[src/rtl/swr_defines.svh]
`ifndef SWR_DEFINES_SVH
`define SWR_DEFINES_SVH

// timebase
`define SWR_CLK_KHZ 10000

// reset hold time after the last reset cause goes away
`define SWR_HOLD_TIME_MS 180
`define SWR_HOLD_CYCLES ((`SWR_HOLD_TIME_MS * `SWR_CLK_KHZ))

// watchdog timeout without a kick transition
`define SWR_WDT_TIMEOUT_MS 1400
`define SWR_WDT_CYCLES ((`SWR_WDT_TIMEOUT_MS * `SWR_CLK_KHZ))

// counter width, covers both terminal counts
`define SWR_CNT_W 24

// reset values
`define SWR_SYNC_RESET_LOW 1'h0
`define SWR_SYNC_RESET_HIGH 1'h1

// bit positions of the pin bundle
`define SWR_IN_UNDERVOLT 0
`define SWR_IN_MANUAL_N 1
`define SWR_IN_KICK 2
`define SWR_IN_W 3

`endif

[src/rtl/swr_pkg.sv]
`default_nettype none
`include "swr_defines.svh"

package swr_pkg;

    typedef enum logic [1:0] {
        ST_RESET,
        ST_HOLD,
        ST_RUN
    } swr_state_t;

    // synchronised pin bundle
    typedef struct packed {
        logic kick;
        logic manualResetN;
        logic underVoltage;
    } swr_pins_t;

    typedef struct packed {
        logic s1;
        logic s2;
        logic s3;
        logic q;
    } swr_sync_regs_t;

    typedef struct packed {
        swr_state_t st;
        logic [`SWR_CNT_W-1:0] holdCnt;
        logic [`SWR_CNT_W-1:0] wdtCnt;
        logic kickPrev;
        logic resetN;
        logic resetHigh;
        logic pullupEn;
    } swr_regs_t;

endpackage : swr_pkg

`default_nettype wire

[src/rtl/swr_sync.sv]
`timescale 1ns/1ps
`default_nettype none

module swr_sync #(
    parameter logic INIT = 1'h0
) (
    input wire logic sys_clk, // timebase
    input wire logic reset_n, // async reset, active low
    input wire logic d, // asynchronous pin level
    output logic q // filtered synchronised level
);

    swr_pkg::swr_sync_regs_t r;
    swr_pkg::swr_sync_regs_t next_r;

    ////////////////////////////////////////////////////////////////////////
    // s1 feeds only s2; a change is taken once s2 and s3 agree
    always_comb begin
        next_r = r;
        next_r.s1 = d;
        next_r.s2 = r.s1;
        next_r.s3 = r.s2;
        if (r.s2 == r.s3) begin
            next_r.q = r.s3;
        end
    end

    always_ff @(posedge sys_clk or negedge reset_n) begin
        if (!reset_n) begin
            r <= {INIT, INIT, INIT, INIT};
        end else begin
            r <= next_r;
        end
    end

    assign q = r.q;

endmodule : swr_sync

`default_nettype wire

[src/rtl/swr_supply_watchdog_reset.sv]
`timescale 1ns/1ps
`default_nettype none
`include "swr_defines.svh"

// Summary of operation
// below the trip threshold drive resetN low and resetHigh high.
// after supply recovers keep resets asserted a further 180 ms.
// any rising or falling kick edge restarts the watchdog timer.
// 1.4 s without a kick edge starts a 180 ms reset cycle.
// reset clears the watchdog; reset release restarts timeout from zero.
// kick edges are ignored while a reset cycle runs.
// at power-up reset held low; hold delay starts at upper threshold.
// manual reset low asserts resets, held until 180 ms after release.
// manual reset input has a pull-up so open reads inactive.
// processor must toggle kick input faster than every 1.4 s.
// each new supply dip restarts the hold timer.
// undervoltage and manual reset synchronised before use.
// hold and timeout are tick counters with parameter terminal counts.
module swr_supply_watchdog_reset #(
    parameter int unsigned HOLD_CYCLES = `SWR_HOLD_CYCLES,
    parameter int unsigned WDT_CYCLES = `SWR_WDT_CYCLES
) (
    input wire logic sys_clk, // 10 MHz timebase
    input wire logic reset_n, // async reset, active low
    input wire logic underVoltage, // comparator: supply below trip_threshold
    input wire logic manualResetInputN, // manual_reset_input, active low
    input wire logic watchdogKickInput, // processor_flag_output toggles
    output logic manualResetPullupEn, // keeps the internal pull-up on
    output logic resetN, // to processor_reset_input, active low
    output logic resetHigh // complementary reset, active high
);

    localparam logic [`SWR_CNT_W-1:0] HOLD_LAST =
        `SWR_CNT_W'(HOLD_CYCLES - 1);
    localparam logic [`SWR_CNT_W-1:0] WDT_LAST =
        `SWR_CNT_W'(WDT_CYCLES - 1);
    localparam logic [`SWR_IN_W-1:0] SYNC_INIT = {
        `SWR_SYNC_RESET_LOW,
        `SWR_SYNC_RESET_HIGH,
        `SWR_SYNC_RESET_LOW
    };

    ////////////////////////////////////////////////////////////////////////
    // pin synchronisers
    logic [`SWR_IN_W-1:0] rawPins;
    logic [`SWR_IN_W-1:0] syncPins;
    swr_pkg::swr_pins_t pins;

    assign rawPins[`SWR_IN_UNDERVOLT] = underVoltage;
    assign rawPins[`SWR_IN_MANUAL_N] = manualResetInputN;
    assign rawPins[`SWR_IN_KICK] = watchdogKickInput;

    // manual reset idles high, matching its pull-up
    genvar gi;
    generate
        for (gi = 0; gi < `SWR_IN_W; gi++) begin : g_sync
            swr_sync #(
                .INIT(SYNC_INIT[gi])
            ) u_sync (
                .sys_clk(sys_clk),
                .reset_n(reset_n),
                .d(rawPins[gi]),
                .q(syncPins[gi])
            );
        end
    endgenerate

    assign pins = swr_pkg::swr_pins_t'(syncPins);

    ////////////////////////////////////////////////////////////////////////
    // reset and watchdog sequencer
    swr_pkg::swr_regs_t r;
    swr_pkg::swr_regs_t next_r;
    logic cause;
    logic kickEdge;

    assign cause = pins.underVoltage | ~pins.manualResetN;
    assign kickEdge = pins.kick ^ r.kickPrev;

    always_comb begin
        next_r = r;
        next_r.kickPrev = pins.kick;
        next_r.pullupEn = 1'h1;
        unique case (r.st)
            swr_pkg::ST_RESET: begin
                next_r.holdCnt = '0;
                next_r.wdtCnt = '0;
                // hold delay starts only once the cause has gone
                if (!cause) begin
                    next_r.st = swr_pkg::ST_HOLD;
                end
            end
            swr_pkg::ST_HOLD: begin
                next_r.wdtCnt = '0;
                if (cause) begin
                    next_r.st = swr_pkg::ST_RESET;
                    next_r.holdCnt = '0;
                end else if (r.holdCnt == HOLD_LAST) begin
                    next_r.st = swr_pkg::ST_RUN;
                    next_r.holdCnt = '0;
                end else begin
                    next_r.holdCnt = r.holdCnt + `SWR_CNT_W'(1);
                end
            end
            swr_pkg::ST_RUN: begin
                if (cause) begin
                    next_r.st = swr_pkg::ST_RESET;
                    next_r.wdtCnt = '0;
                end else if (kickEdge) begin
                    next_r.wdtCnt = '0;
                end else if (r.wdtCnt == WDT_LAST) begin
                    next_r.st = swr_pkg::ST_HOLD;
                    next_r.wdtCnt = '0;
                end else begin
                    next_r.wdtCnt = r.wdtCnt + `SWR_CNT_W'(1);
                end
            end
            default: begin
                next_r.st = swr_pkg::ST_RESET;
            end
        endcase
        // outputs follow the next state so they come from flops
        next_r.resetN = (next_r.st == swr_pkg::ST_RUN);
        next_r.resetHigh = (next_r.st != swr_pkg::ST_RUN);
    end

    always_ff @(posedge sys_clk or negedge reset_n) begin
        if (!reset_n) begin
            r.st <= swr_pkg::ST_RESET;
            r.holdCnt <= '0;
            r.wdtCnt <= '0;
            r.kickPrev <= 1'h0;
            r.resetN <= 1'h0;
            r.resetHigh <= 1'h1;
            r.pullupEn <= 1'h1;
        end else begin
            r <= next_r;
        end
    end

    assign resetN = r.resetN;
    assign resetHigh = r.resetHigh;
    assign manualResetPullupEn = r.pullupEn;
endmodule : swr_supply_watchdog_reset

`default_nettype wire

[config.mk]
export PLATFORM = sky130hd
export DESIGN_NAME = swr_supply_watchdog_reset
export DESIGN_NICKNAME = d
export VERILOG_FILES = /design/src/rtl/swr_pkg.sv /design/src/rtl/swr_sync.sv /design/src/rtl/swr_supply_watchdog_reset.sv
export VERILOG_INCLUDE_DIRS = /design/src /design/src/rtl
export SDC_FILE = /design/constraint.sdc
export NUM_CORES = 1
export LEC_CHECK = 0
export BUFFER_PORTS_ARGS = -buffer_cell sky130_fd_sc_hd__buf_2
export CORE_MARGIN = 5
export CORE_UTILIZATION = 55
export DETAILED_ROUTE_END_ITERATION = 8
export GPL_ROUTABILITY_DRIVEN = 0
export HOLD_SLACK_MARGIN = 0.02
export PLACE_DENSITY_LB_ADDON = 0.2
export SYNTH_ARGS = -nofsm -noshare
export SYNTH_HDL_FRONTEND = slang
export SYNTH_SLANG_ARGS = --single-unit
[constraint.sdc]
create_clock -name sys_clk -period 4.55 [get_ports sys_clk]
set_clock_uncertainty 0.15 [all_clocks]
set_input_delay 0.91 -clock sys_clk [delete_from_list [all_inputs] [get_ports sys_clk]]
set_output_delay 0.91 -clock sys_clk [all_outputs]
set_load 0.02 [all_outputs]
=== Word-level counts from Yosys, hierarchy flattened ===
Index checks and enable logic that the tools add are counted.

* Bits in registers: 65

* Equal/unequal tests: 9
* Muxes and demuxes: 13
* Bitwise logic cells: 3
* $add $sub $neg: 2
* Reduce and logical (&&, ||, !) cells: 4

{| class="wikitable"
|+ Operators by type and width
! kind !! number
|-
| 2-to-1 mux 24 bit || 4
|-
| case mux 24 bit (2 select lines) || 2
|-
| adder 24 x 1 -> 24 bit (second input constant) || 2
|-
| 2-to-1 mux 26 bit || 1
|-
| == test 24 x 21 -> 1 bit (second input constant) || 1
|-
| == test 24 bit (second input constant) || 1
|-
| 2-to-1 mux 2 bit || 5
|-
| case mux 2 bit (3 select lines) || 1
|-
| == test 2 bit (second input constant) || 2
|-
| nonzero test 2 bit || 2
|-
| == test 1 bit || 3
|-
| == test 2 x 1 -> 1 bit (second input constant) || 1
|-
| zero test 2 bit || 1
|-
| != test 2 bit (second input constant) || 1
|-
| OR reduction 2 bit || 1
|-
| inverter 1 bit || 1
|-
| bitwise OR 1 bit || 1
|-
| XOR 1 bit || 1
|}

=== Longest topological paths before layout ===
Gate-level depths: netlist (run 1).

* Depth in word-level cells: 6
* Gate-level depth with buffers: 7

=== By module ===
Synthesis (run 1) repeated with hierarchy kept, for this count alone.

* Cell total of the unflattened synthesis: 345
* Area total of the unflattened synthesis: 3311.9 sq um

{| class="wikitable"
|+ By module, submodules not included
! module !! area each (sq um) !! cells each !! seq. area each (sq um) !! times used
|-
| swr_supply_watchdog_reset || 2972.9 || 330 || 1327.5 || 1
|-
| swr_sync (g_sync[0].u_sync ...) || 111.4 || 5 || 100.1 || 2
|-
| swr_sync (g_sync[1].u_sync) || 116.4 || 5 || 105.1 || 1
|}

=== Least setup slack after synthesis (run 1) ===
Ideal clock, no wire load.

* Path type: register to register
* From: reg r[35] (netlist bit)
* To: reg r[32] (netlist bit)
* Cell stages (with the launch flop): 7
* Arrival time: 1.753 ns
* Slack: 2.526 ns
* Buffers on the path: 1
* Cell sequence: dfrtp_1 -> or4b_4 -> nor4_4 -> a21o_2 -> buf_6 -> o21ai_2 -> a22o_1

* Longest elaborated chain between the ends: 4

{| class="wikitable"
|+ Ends and longest elaborated chain
! element !! line !! text
|-
| start: declaration || swr_supply_watchdog_reset.sv:72 || <nowiki>swr_pkg::swr_regs_t r;</nowiki>
|-
| start signal: assignment || swr_supply_watchdog_reset.sv:137 || <nowiki>r <= next_r;</nowiki>
|-
| == test 24 x 21 -> 1 bit || swr_supply_watchdog_reset.sv:98 || <nowiki>end else if (r.holdCnt == HOLD_LAST) begin</nowiki>
|-
| 2-to-1 mux 24 bit || swr_supply_watchdog_reset.sv:98 ||
|-
| 2-to-1 mux 26 bit || swr_supply_watchdog_reset.sv:95 || <nowiki>if (cause) begin</nowiki>
|-
| case mux 24 bit (2 select lines) || swr_supply_watchdog_reset.sv:84 || <nowiki>unique case (r.st)</nowiki>
|}

No other way between the ends.
A chain may end at the register's enable or synchronous reset.

=== Worst setup path in the final report (run 1) ===
* From: reg r[53] (netlist bit)
* To: reg r[20] (netlist bit)

* Longest elaborated chain between the ends: 3

{| class="wikitable"
|+ Ends and longest elaborated chain
! element !! line
|-
| == test 2 x 1 -> 1 bit or zero test 2 bit (tied branches) || swr_supply_watchdog_reset.sv:84
|-
| OR reduction 2 bit (no source line) || -
|-
| case mux 24 bit (2 select lines) or nonzero test 2 bit (tied branches) || -
|}

Several ways; a longest one is shown, not always the timed one.

==> results.tsv, run 1 <==
metric	value	unit
status	complete, no violations	
r2r_slack	1.50	ns
cts_root_buffer	clkbuf_8	
clock.fmax	328	MHz
synth_top_cell_by_area	dfrtp_1	
synth-seq-area-share	47.9	%
core	5960	um2
drv_cap	0	
htree_levels	3	
syn_inst	354	
cts-buffers-inserted	9	
drc	0	
syn2layout_area_growth	8.45	%
p_leak	1.39	nW
critPathTopFamily	simple AND/OR/NAND/NOR gates	
synthArstFlopShare	100	%
ios	8	
path_cells	inv_2 -> nor4_4 -> nand2_1 -> o211ai_1	
worstMarginPinSlew	1.05	ns
nets	362	
grt_remaining_overflow	0	
critPathMaxFanout	23	
power	1.20	mW
whs	0.205	ns
rsz0062_at_grt	false	
slowest_stage	nor4_4	
routedWlPerCell	16.6	um
drv_slew	0	
synth_edf_count	0	
clkTransAtPathRegs	0.07	ns
ys.flop_type	dfrtp_1	
die_area	7870	um2
finalHoldViolCount	0	
final_layout_size_suffix_gt1_share	12.8	%
num_rows	28	
synth_top_area_share	44.1	%
max_stage_delay	0.92	ns
cts_setup_buffers	0	
die_w	88.7	um
relSlewSlack	29.8	%
ctsHoldBuffers	0	
vias	2788	
cts_tree	done	
ir_worst_vdd	0.229	mV
dpl.hpwl	4.55	mm
post-place-ws	1.54	ns
syn_nets	361	
antenna_found_initial	0	
synthDistinctLibCells	59	
end_kind	flip-flop	
timing.final.ws_setup	1.50	ns
track_usage	20.2	%
die_h	88.7	um
fill_cells	507	
critical_path_arrival	3.16	ns
clk_path_buf_depth	2	
fin_util	62.0	%
worstSetupPathType	flip-flop to flip-flop	
dr.pass1.iters	6	
postRouteAntennaNets	0	
synth_warnings	0	
cp.buffers_inverters	1	
post-route-min-period	3.05	ns
vias_per_cell	6.41	
setup_tns	0	ns
grt_max_degree	47	
finalCritPeriodShare	67.1	%
crit_required	4.65	ns
synth-seq-cells	65	
grt_pass1_vias	2508	
clock_latency	0.34	ns
synth_common_cells	dfrtp_1, nand2_1, a31oi_1	
yosysMostFrequentCell	dfrtp_1	
cts_resized	0	
initial_core_util	57.2	%
clock_sinks	65	
ys_top_cells_by_area	dfrtp_1, a31oi_1, nand2_1	
routed_wl	7.23	mm
synth_area	3410	um2
hold_class	flip-flop to flip-flop	
place.port_buffers	6	
setup_viol	0	
start_kind	flip-flop	
power-per-cell-area	326	nW/um2
grt_pass1_wl	12.3	mm
antenna_cells	0	
syn_area_per_cell	9.62	um2
drt_iter0_markers	251	
==> report_power, final <==
| part | total, mW | switching, mW | internal, mW |
|---|---|---|---|
| registers | 0.596 | 0.00729 | 0.589 |
| clock network | 0.568 | 0.228 | 0.340 |
| logic | 0.0393 | 0.0287 | 0.0106 |
| total | 1.20 | 0.264 | 0.940 |
==> per-layer routing <==
layer | up-vias | routed length (um) | track usage, %
li1 | 1337 | - | -
met1 | 1349 | 3570 | 30.0
met2 | 89 | 3170 | 28.6
met3 | 13 | 344 | 3.91
met4 | 0 | 138 | 9.20
met5 | - | 0 | 0
==> layout make-up <==
cell class / count / area (um2) / share of cell area [%]
clock inverter: 4 / 76.3 / 2.07
clock buffer: 12 / 155 / 4.20
sequential: 65 / 1630 / 44.2
timing repair buffer: 9 / 52.6 / 1.42
inverter: 13 / 48.8 / 1.32
tap: 75 / 93.8 / 2.54
multi-input combinational: 257 / 1640 / 44.3
==> flip-flops by register name, summed over array words and instances (netlist names) <==
signal / flops
resetHigh: 1
resetN: 1
r: 51
g_sync.u_sync.q: 3
g_sync.u_sync.r: 3
g_sync.u_sync.next_r: 6
==> final timing paths <==
check / from / to / depth (start not counted)
max: r[53]$_DFF_PN0_ / r[20]$_DFFE_PN0P_ / 4
min: g_sync[2].u_sync.next_r[2]$_DFF_PN0_ / g_sync[2].u_sync.next_r[1]$_DFF_PN0_ / 0
max reg2reg: r[53]$_DFF_PN0_ / r[20]$_DFFE_PN0P_ / 4
min reg2reg: g_sync[2].u_sync.next_r[2]$_DFF_PN0_ / g_sync[2].u_sync.next_r[1]$_DFF_PN0_ / 0
max in group asynchronous: reset_n / r[36]$_DFFE_PN0P_ / 2
min in group asynchronous: reset_n / r[42]$_DFFE_PN0P_ / 1
==> cells by family (layout without fill, tap and decap cells) <==
| group | Yosys count | in the layout | share of synthesized area [%] |
|---|---|---|---|
| muxes | 2 | 2 | 0.588 |
| and+or+nand+nor | 149 | 149 | 25.2 |
| DFF | 65 | 65 | 47.9 |
| xor gates and xnor gates | 8 | 8 | 2.06 |
| adders and majority gates | 5 | 5 | 1.62 |
| other | 1 | 1 | 0.110 |
| AOI/OAI and AO/OA | 92 | 92 | 18.1 |
| buffers and inverters | 32 | 38 | 4.33 |
==> layout by cell type, fill, tap and decap left out, types with 3 or more instances in the layout <==
cell type	instances
buf_2	6
o22ai_1	6
inv_1	12
nand2b_1	6
nor4_4	4
nor4_1	3
buf_4	3
or2_2	3
a21oi_1	8
o21ai_0	13
nand2_1	39
nand4_1	22
a22o_1	3
nor2_1	15
or3_1	5
clkbuf_8	11
dfstp_2	5
and3_1	3
xor2_1	6
a21o_1	3
nor3_1	3
nand3_1	27
dfrtp_1	60
maj3_1	3
a41oi_1	7
a31oi_1	33
and2_1	3
o211ai_1	5
and4_1	3
==> stage by stage <==
step,cells,instance area (um2)
after floorplan,354,3410
after global placement,419,3460
after detailed placement,419,3460
after CTS,435,3690
after global routing,435,3690
final,435,3690
Power figures use the tool's default switching activity.
==> inputs of run 2 (changes only) <==
==> constraint.sdc (replaced) <==
create_clock -name sys_clk -period 3 [get_ports sys_clk]
set_clock_uncertainty 0.15 [all_clocks]
set_input_delay 0.6 -clock sys_clk [delete_from_list [all_inputs] [get_ports sys_clk]]
set_output_delay 0.6 -clock sys_clk [all_outputs]
set_load 0.02 [all_outputs]
==> run 2 against run 1 <==
Register-to-register slack got worse by 0.86 ns. Flip-flop and latch count did not move. Sequential power rose by 52%. Power rose by 46%. Largest cell class unchanged.
==> results.tsv, run 2 (same netlist as run 1, synthesis figures left out) <==
metric	value	unit	change
routed_wl	7.21	mm	-0.24%
start_kind	flip-flop		
end_kind	flip-flop		
path_cells	ha_1 -> nand4_1 -> nor2_1 -> buf_4 -> nand4_2 -> nand2_1 -> o211ai_1		
grt_max_degree	66		+40%
dpl.hpwl	4.64	mm	+2.0%
min_from	manualResetInputN		
relSlewSlack	45.8	%	+16 points
final_layout_size_suffix_gt1_share	13.8	%	+1.0 points
rsz0062_at_grt	false		
status	complete, no violations		
drv_cap	0		unchanged
grt_remaining_overflow	0		unchanged
vias_per_cell	6.39		-0.29%
p_leak	1.40	nW	+0.76%
setup_viol	0		unchanged
routedWlPerCell	16.5	um	-0.92%
postRouteAntennaNets	0		unchanged
layout_commonest_cell	dfrtp_1		
ctsHoldBuffers	0		unchanged
die_w	88.7	um	unchanged
ir_worst_vdd	0.407	mV	+78%
largest_register	r		
critical_path_arrival	2.42	ns	-0.74 ns
post-route-min-period	2.36	ns	-0.692 ns
syn2layout_area_growth	8.45	%	unchanged
cts_setup_buffers	0		unchanged
initial_core_util	57.2	%	unchanged
dp.cells	422		+0.72%
num_rows	28		unchanged
worstMarginPinSlew	0.813	ns	-0.239 ns
grt_pass1_vias	2657		+5.9%
clock_sinks	65		unchanged
clk_path_buf_depth	2		unchanged
critPathMaxFanout	14		-39%
antenna_found_initial	0		unchanged
placed_area	3490	um2	+0.65%
core	5960	um2	unchanged
max_stage_delay	0.47	ns	-0.45 ns
drv_slew	0		unchanged
ios	8		unchanged
cts_resized	0		unchanged
largest_reg_flops	51		unchanged
htree_levels	3		unchanged
cts_root_buffer	clkbuf_8		
hold_class	input port to flip-flop		
cts-buffers-inserted	9		unchanged
r2r_start	r[4]$_DFFE_PN0P_		
die_h	88.7	um	unchanged
clock_latency	0.35	ns	about the same
finalCritPeriodShare	78.7	%	+12 points
track_usage	20.4	%	+0.18 points
power-per-cell-area	476	nW/um2	+46%
place.port_buffers	6		unchanged
layout_common_cells	dfrtp_1, nand2_1, a31oi_1		
worstSetupPathType	flip-flop to flip-flop		
dr.pass1.iters	5		-1
setup_tns	0	ns	unchanged
clkTransAtPathRegs	0.08	ns	about the same
crit_required	3.06	ns	-1.59 ns
whs	0.193	ns	-0.0113 ns
finalInstanceArea	3690	um2	unchanged
nets	365		+0.83%
finalHoldViolCount	0		unchanged
drc	0		unchanged
clock.fmax	424	MHz	+29%
slowest_stage	nand2_1		
final_cells	438		+0.69%
drt_iter0_markers	309		+23%
vias	2799		+0.39%
die_area	7870	um2	unchanged
grt_pass1_wl	12.6	mm	+2.6%
antenna_cells	0		unchanged
critPathLaunch	r[4]$_DFFE_PN0P_		
cts_tree	done		
[run 2: changes by cell type in the layout (fill, tap and decap cells not counted)]
cell / delta
clkbuf_8: -2
inv_8: +1
clkbuf_1: -1
bufinv_16: -1
buf_4: +3
clkinvlp_4: -1
inv_6: +4
[run 2: area by class of cell]
class,instances,area [um2]
clock buffers,9,124
clock inverters,7,85.1
fillers,499,2260
inverters,13,48.8
multi-input cells,257,1640
flip-flops and latches,65,1630
well taps,75,93.8
repair buffers,12,75.1
[run 2: critical path: cells and delay by family (launching register included)]
kind | cells | cell delay (ns)
AO/OA/AOI/OAI | 1 | 0.17
adder cells (fa/ha/maj) | 1 | 0.25
buffers and inverters | 1 | 0.14
flip-flops | 1 | 0.42
AND/OR/NAND/NOR | 4 | 1.09
[run 2: path summary, 6_finish.rpt]
kind | endpoint | slack [ns] | depth (start not counted)
worst min-delay path | g_sync[1].u_sync.next_r[2]$_DFF_PN1_ | 0.19 | 1
max in group asynchronous | r[20]$_DFFE_PN0P_ | 1.90 | 2
min in group asynchronous | r[44]$_DFFE_PN0P_ | 0.27 | 2
worst max register to register | r[20]$_DFFE_PN0P_ | 0.64 | 7
worst min register to register | g_sync[2].u_sync.next_r[1]$_DFF_PN0_ | 0.21 | 0
worst max-delay path | r[20]$_DFFE_PN0P_ | 0.64 | 7
[run 2: where the power goes]
group / total (mW) / leakage (nW) / internal [mW] / switching (mW)
Combinational: 0.0605 / 0.429 / 0.0171 / 0.0434
Clock: 0.794 / 0.107 / 0.403 / 0.391
Sequential: 0.905 / 0.868 / 0.893 / 0.0116
Total: 1.76 / 1.40 / 1.31 / 0.446
[run 2: through the flow]
step / worst slack (ns) / utilization (%) / total power [mW]
3_5_place_dp: 0.625 / 58.5 / 0.984
3_3_place_gp: 0.711 / 58.5 / 0.982
5_1_grt: 0.406 / 62.0 / 1.82
4_1_cts: 0.610 / 62.0 / 1.77
6_report: 0.640 / 62.0 / 1.76
2_1_floorplan: 0.976 / - / 0.955
[run 2: routing by layer]
metal / share of wire, % / track usage (%) / vias up / wire, um
met5: 0 / 0 / - / 0
met4: 1.2 / 6.59 / 0 / 90
met3: 5.1 / 3.45 / 10 / 369
li1: - / - / 1353 / -
met1: 48 / 29.9 / 1357 / 3440
met2: 46 / 31.0 / 79 / 3310
==> inputs of run 3 (changes only) <==
==> constraint.sdc (replaced) <==
create_clock -name sys_clk -period 2.4 [get_ports sys_clk]
set_clock_uncertainty 0.15 [all_clocks]
set_input_delay 0.48 -clock sys_clk [delete_from_list [all_inputs] [get_ports sys_clk]]
set_output_delay 0.48 -clock sys_clk [all_outputs]
set_load 0.02 [all_outputs]
==> run 3 against run 2 <==
Clock power up 57%. First-iteration DRC count fell by 44%. Setup slack got worse by 0.55 ns. Worst hold slack got worse by 0.12 ns. Largest power group is now clock. Highest routed layer unchanged.
==> results.tsv, run 3 (same netlist as run 1, synthesis figures left out) <==
metric	value	unit	change
postRouteAntennaNets	0		unchanged
clock_latency	0.34	ns	about the same
p_leak	1.47	nW	+5.0%
track_usage	20.8	%	+0.40 points
finalCritPeriodShare	96.0	%	+17 points
die_h	88.7	um	unchanged
die_area	7870	um2	unchanged
status	complete, no violations		
rsz0062_at_grt	false		
crit_required	2.47	ns	-0.59 ns
grt_remaining_overflow	0		unchanged
final_layout_size_suffix_gt1_share	15.9	%	+2.1 points
cts-buffers-inserted	9		unchanged
htree_levels	3		unchanged
grt_pass1_wl	12.7	mm	+0.27%
final_cells	447		+2.1%
layout_commonest_cell	dfrtp_1		
dp.cells	430		+1.9%
setup_tns	0	ns	unchanged
worstMarginPinSlew	0.596	ns	-0.218 ns
antenna_found_initial	0		unchanged
end_kind	flip-flop		
largest_reg_flops	51		unchanged
drt_iter0_markers	173		-44%
power-per-cell-area	641	nW/um2	+35%
r2r_slack	0.1	ns	-0.55 ns
ir_worst_vdd	0.580	mV	+42%
finalHoldViolCount	0		unchanged
hold_class	input port to flip-flop		
path_cells	or4b_4 -> nor4_4 -> a21o_2 -> nor4_1 -> o21bai_1		
place.port_buffers	6		unchanged
grt_max_degree	41		-38%
max_stage_delay	0.57	ns	+0.10 ns
drv_slew	0		unchanged
vias_per_cell	6.48		+1.4%
clock.fmax	434	MHz	+2.4%
clkTransAtPathRegs	0.08	ns	about the same
start_kind	flip-flop		
power	2.46	mW	+40%
initial_core_util	57.2	%	unchanged
nets	374		+2.5%
layout_common_cells	dfrtp_1, nand2_1, a31oi_1		
cts_tree	done		
syn2layout_area_growth	12.6	%	
cts_root_buffer	clkbuf_8		
worstSetupPathType	flip-flop to flip-flop		
routed_wl	7.33	mm	+1.6%
critical_path_arrival	2.38	ns	-0.04 ns
drc	0		unchanged
routedWlPerCell	16.4	um	-0.46%
clock_sinks	65		unchanged
dr.pass1.iters	4		-1
critPathMaxFanout	15		+1
num_rows	28		unchanged
drv_cap	0		unchanged
largest_register	r		
fin_util	64.4	%	+2.4 points
ios	8		unchanged
relSlewSlack	60.2	%	+14 points
antenna_cells	0		unchanged
die_w	88.7	um	unchanged
dpl.hpwl	4.74	mm	+2.1%
post-route-min-period	2.30	ns	-0.0547 ns
vias	2897		+3.5%
setup_viol	0		unchanged
cts_setup_buffers	0		unchanged
cp.buffers_inverters	0		-1
slowest_stage	or4b_4		
critPathTopFamily	simple AND/OR/NAND/NOR gates		
clk_path_buf_depth	2		unchanged
core	5960	um2	unchanged
grt_pass1_vias	2602		-2.1%
==> run 3: worst paths after layout <==
path | start | end | depth (start not counted)
worst max-delay path | r[35]$_DFFE_PN0P_ | r[43]$_DFFE_PN0P_ | 5
worst min-delay path | manualResetInputN | g_sync[1].u_sync.next_r[2]$_DFF_PN1_ | 1
worst max register to register | r[35]$_DFFE_PN0P_ | r[43]$_DFFE_PN0P_ | 5
worst min register to register | g_sync[2].u_sync.next_r[2]$_DFF_PN0_ | g_sync[2].u_sync.next_r[1]$_DFF_PN0_ | 0
max in group asynchronous | reset_n | resetHigh$_DFF_PN1_ | 3
min in group asynchronous | reset_n | r[40]$_DFFE_PN0P_ | 3
==> run 3: per-layer routing <==
metal,track usage (%),part of all wire [%]
met3,4.84,5.7
met4,8.38,1.9
met5,0,0
met1,30.8,49
met2,29.4,44
==> run 3: what timing repair did <==
item / in CTS / in global routing
endpoints found under the setup margin: 0 / 13
hold endpoints to repair: 25 / 0
hold buffers: 1 / 0
resized for setup: 0 / 2
==> run 3: power by group <==
group	total (mW)	switching [mW]	internal, mW
Sequential	1.13	0.0149	1.12
Clock	1.25	0.449	0.797
Combinational	0.0823	0.0559	0.0263
==> run 3: final cells by class <==
class,count,area [um2]
clock inverters,7,143
well taps,75,93.8
fillers,475,2120
clock buffers,9,124
inverters,13,48.8
repair buffers,21,145
flip-flops and latches,65,1630
multi-input cells,257,1650
==> run 3: worst register-to-register path, stage by stage, from the launching register on <==
cell and delay (ns):
dfrtp_1 0.43, or4b_4 0.57, nor4_4 0.40, a21o_2 0.38, nor4_1 0.10, o21bai_1 0.16
==> run 3: per-stage QoR <==
stage,instance area [um2],hold WS (ns),setup WS (ns)
5_1_grt,3830,0.0557,0.0150
4_1_cts,3820,0.0677,0.00371
3_5_place_dp,3550,0.186,0.0334
3_3_place_gp,3550,0.196,0.0988
2_1_floorplan,3410,0.0344,0.376
6_report,3830,0.0775,0.0951
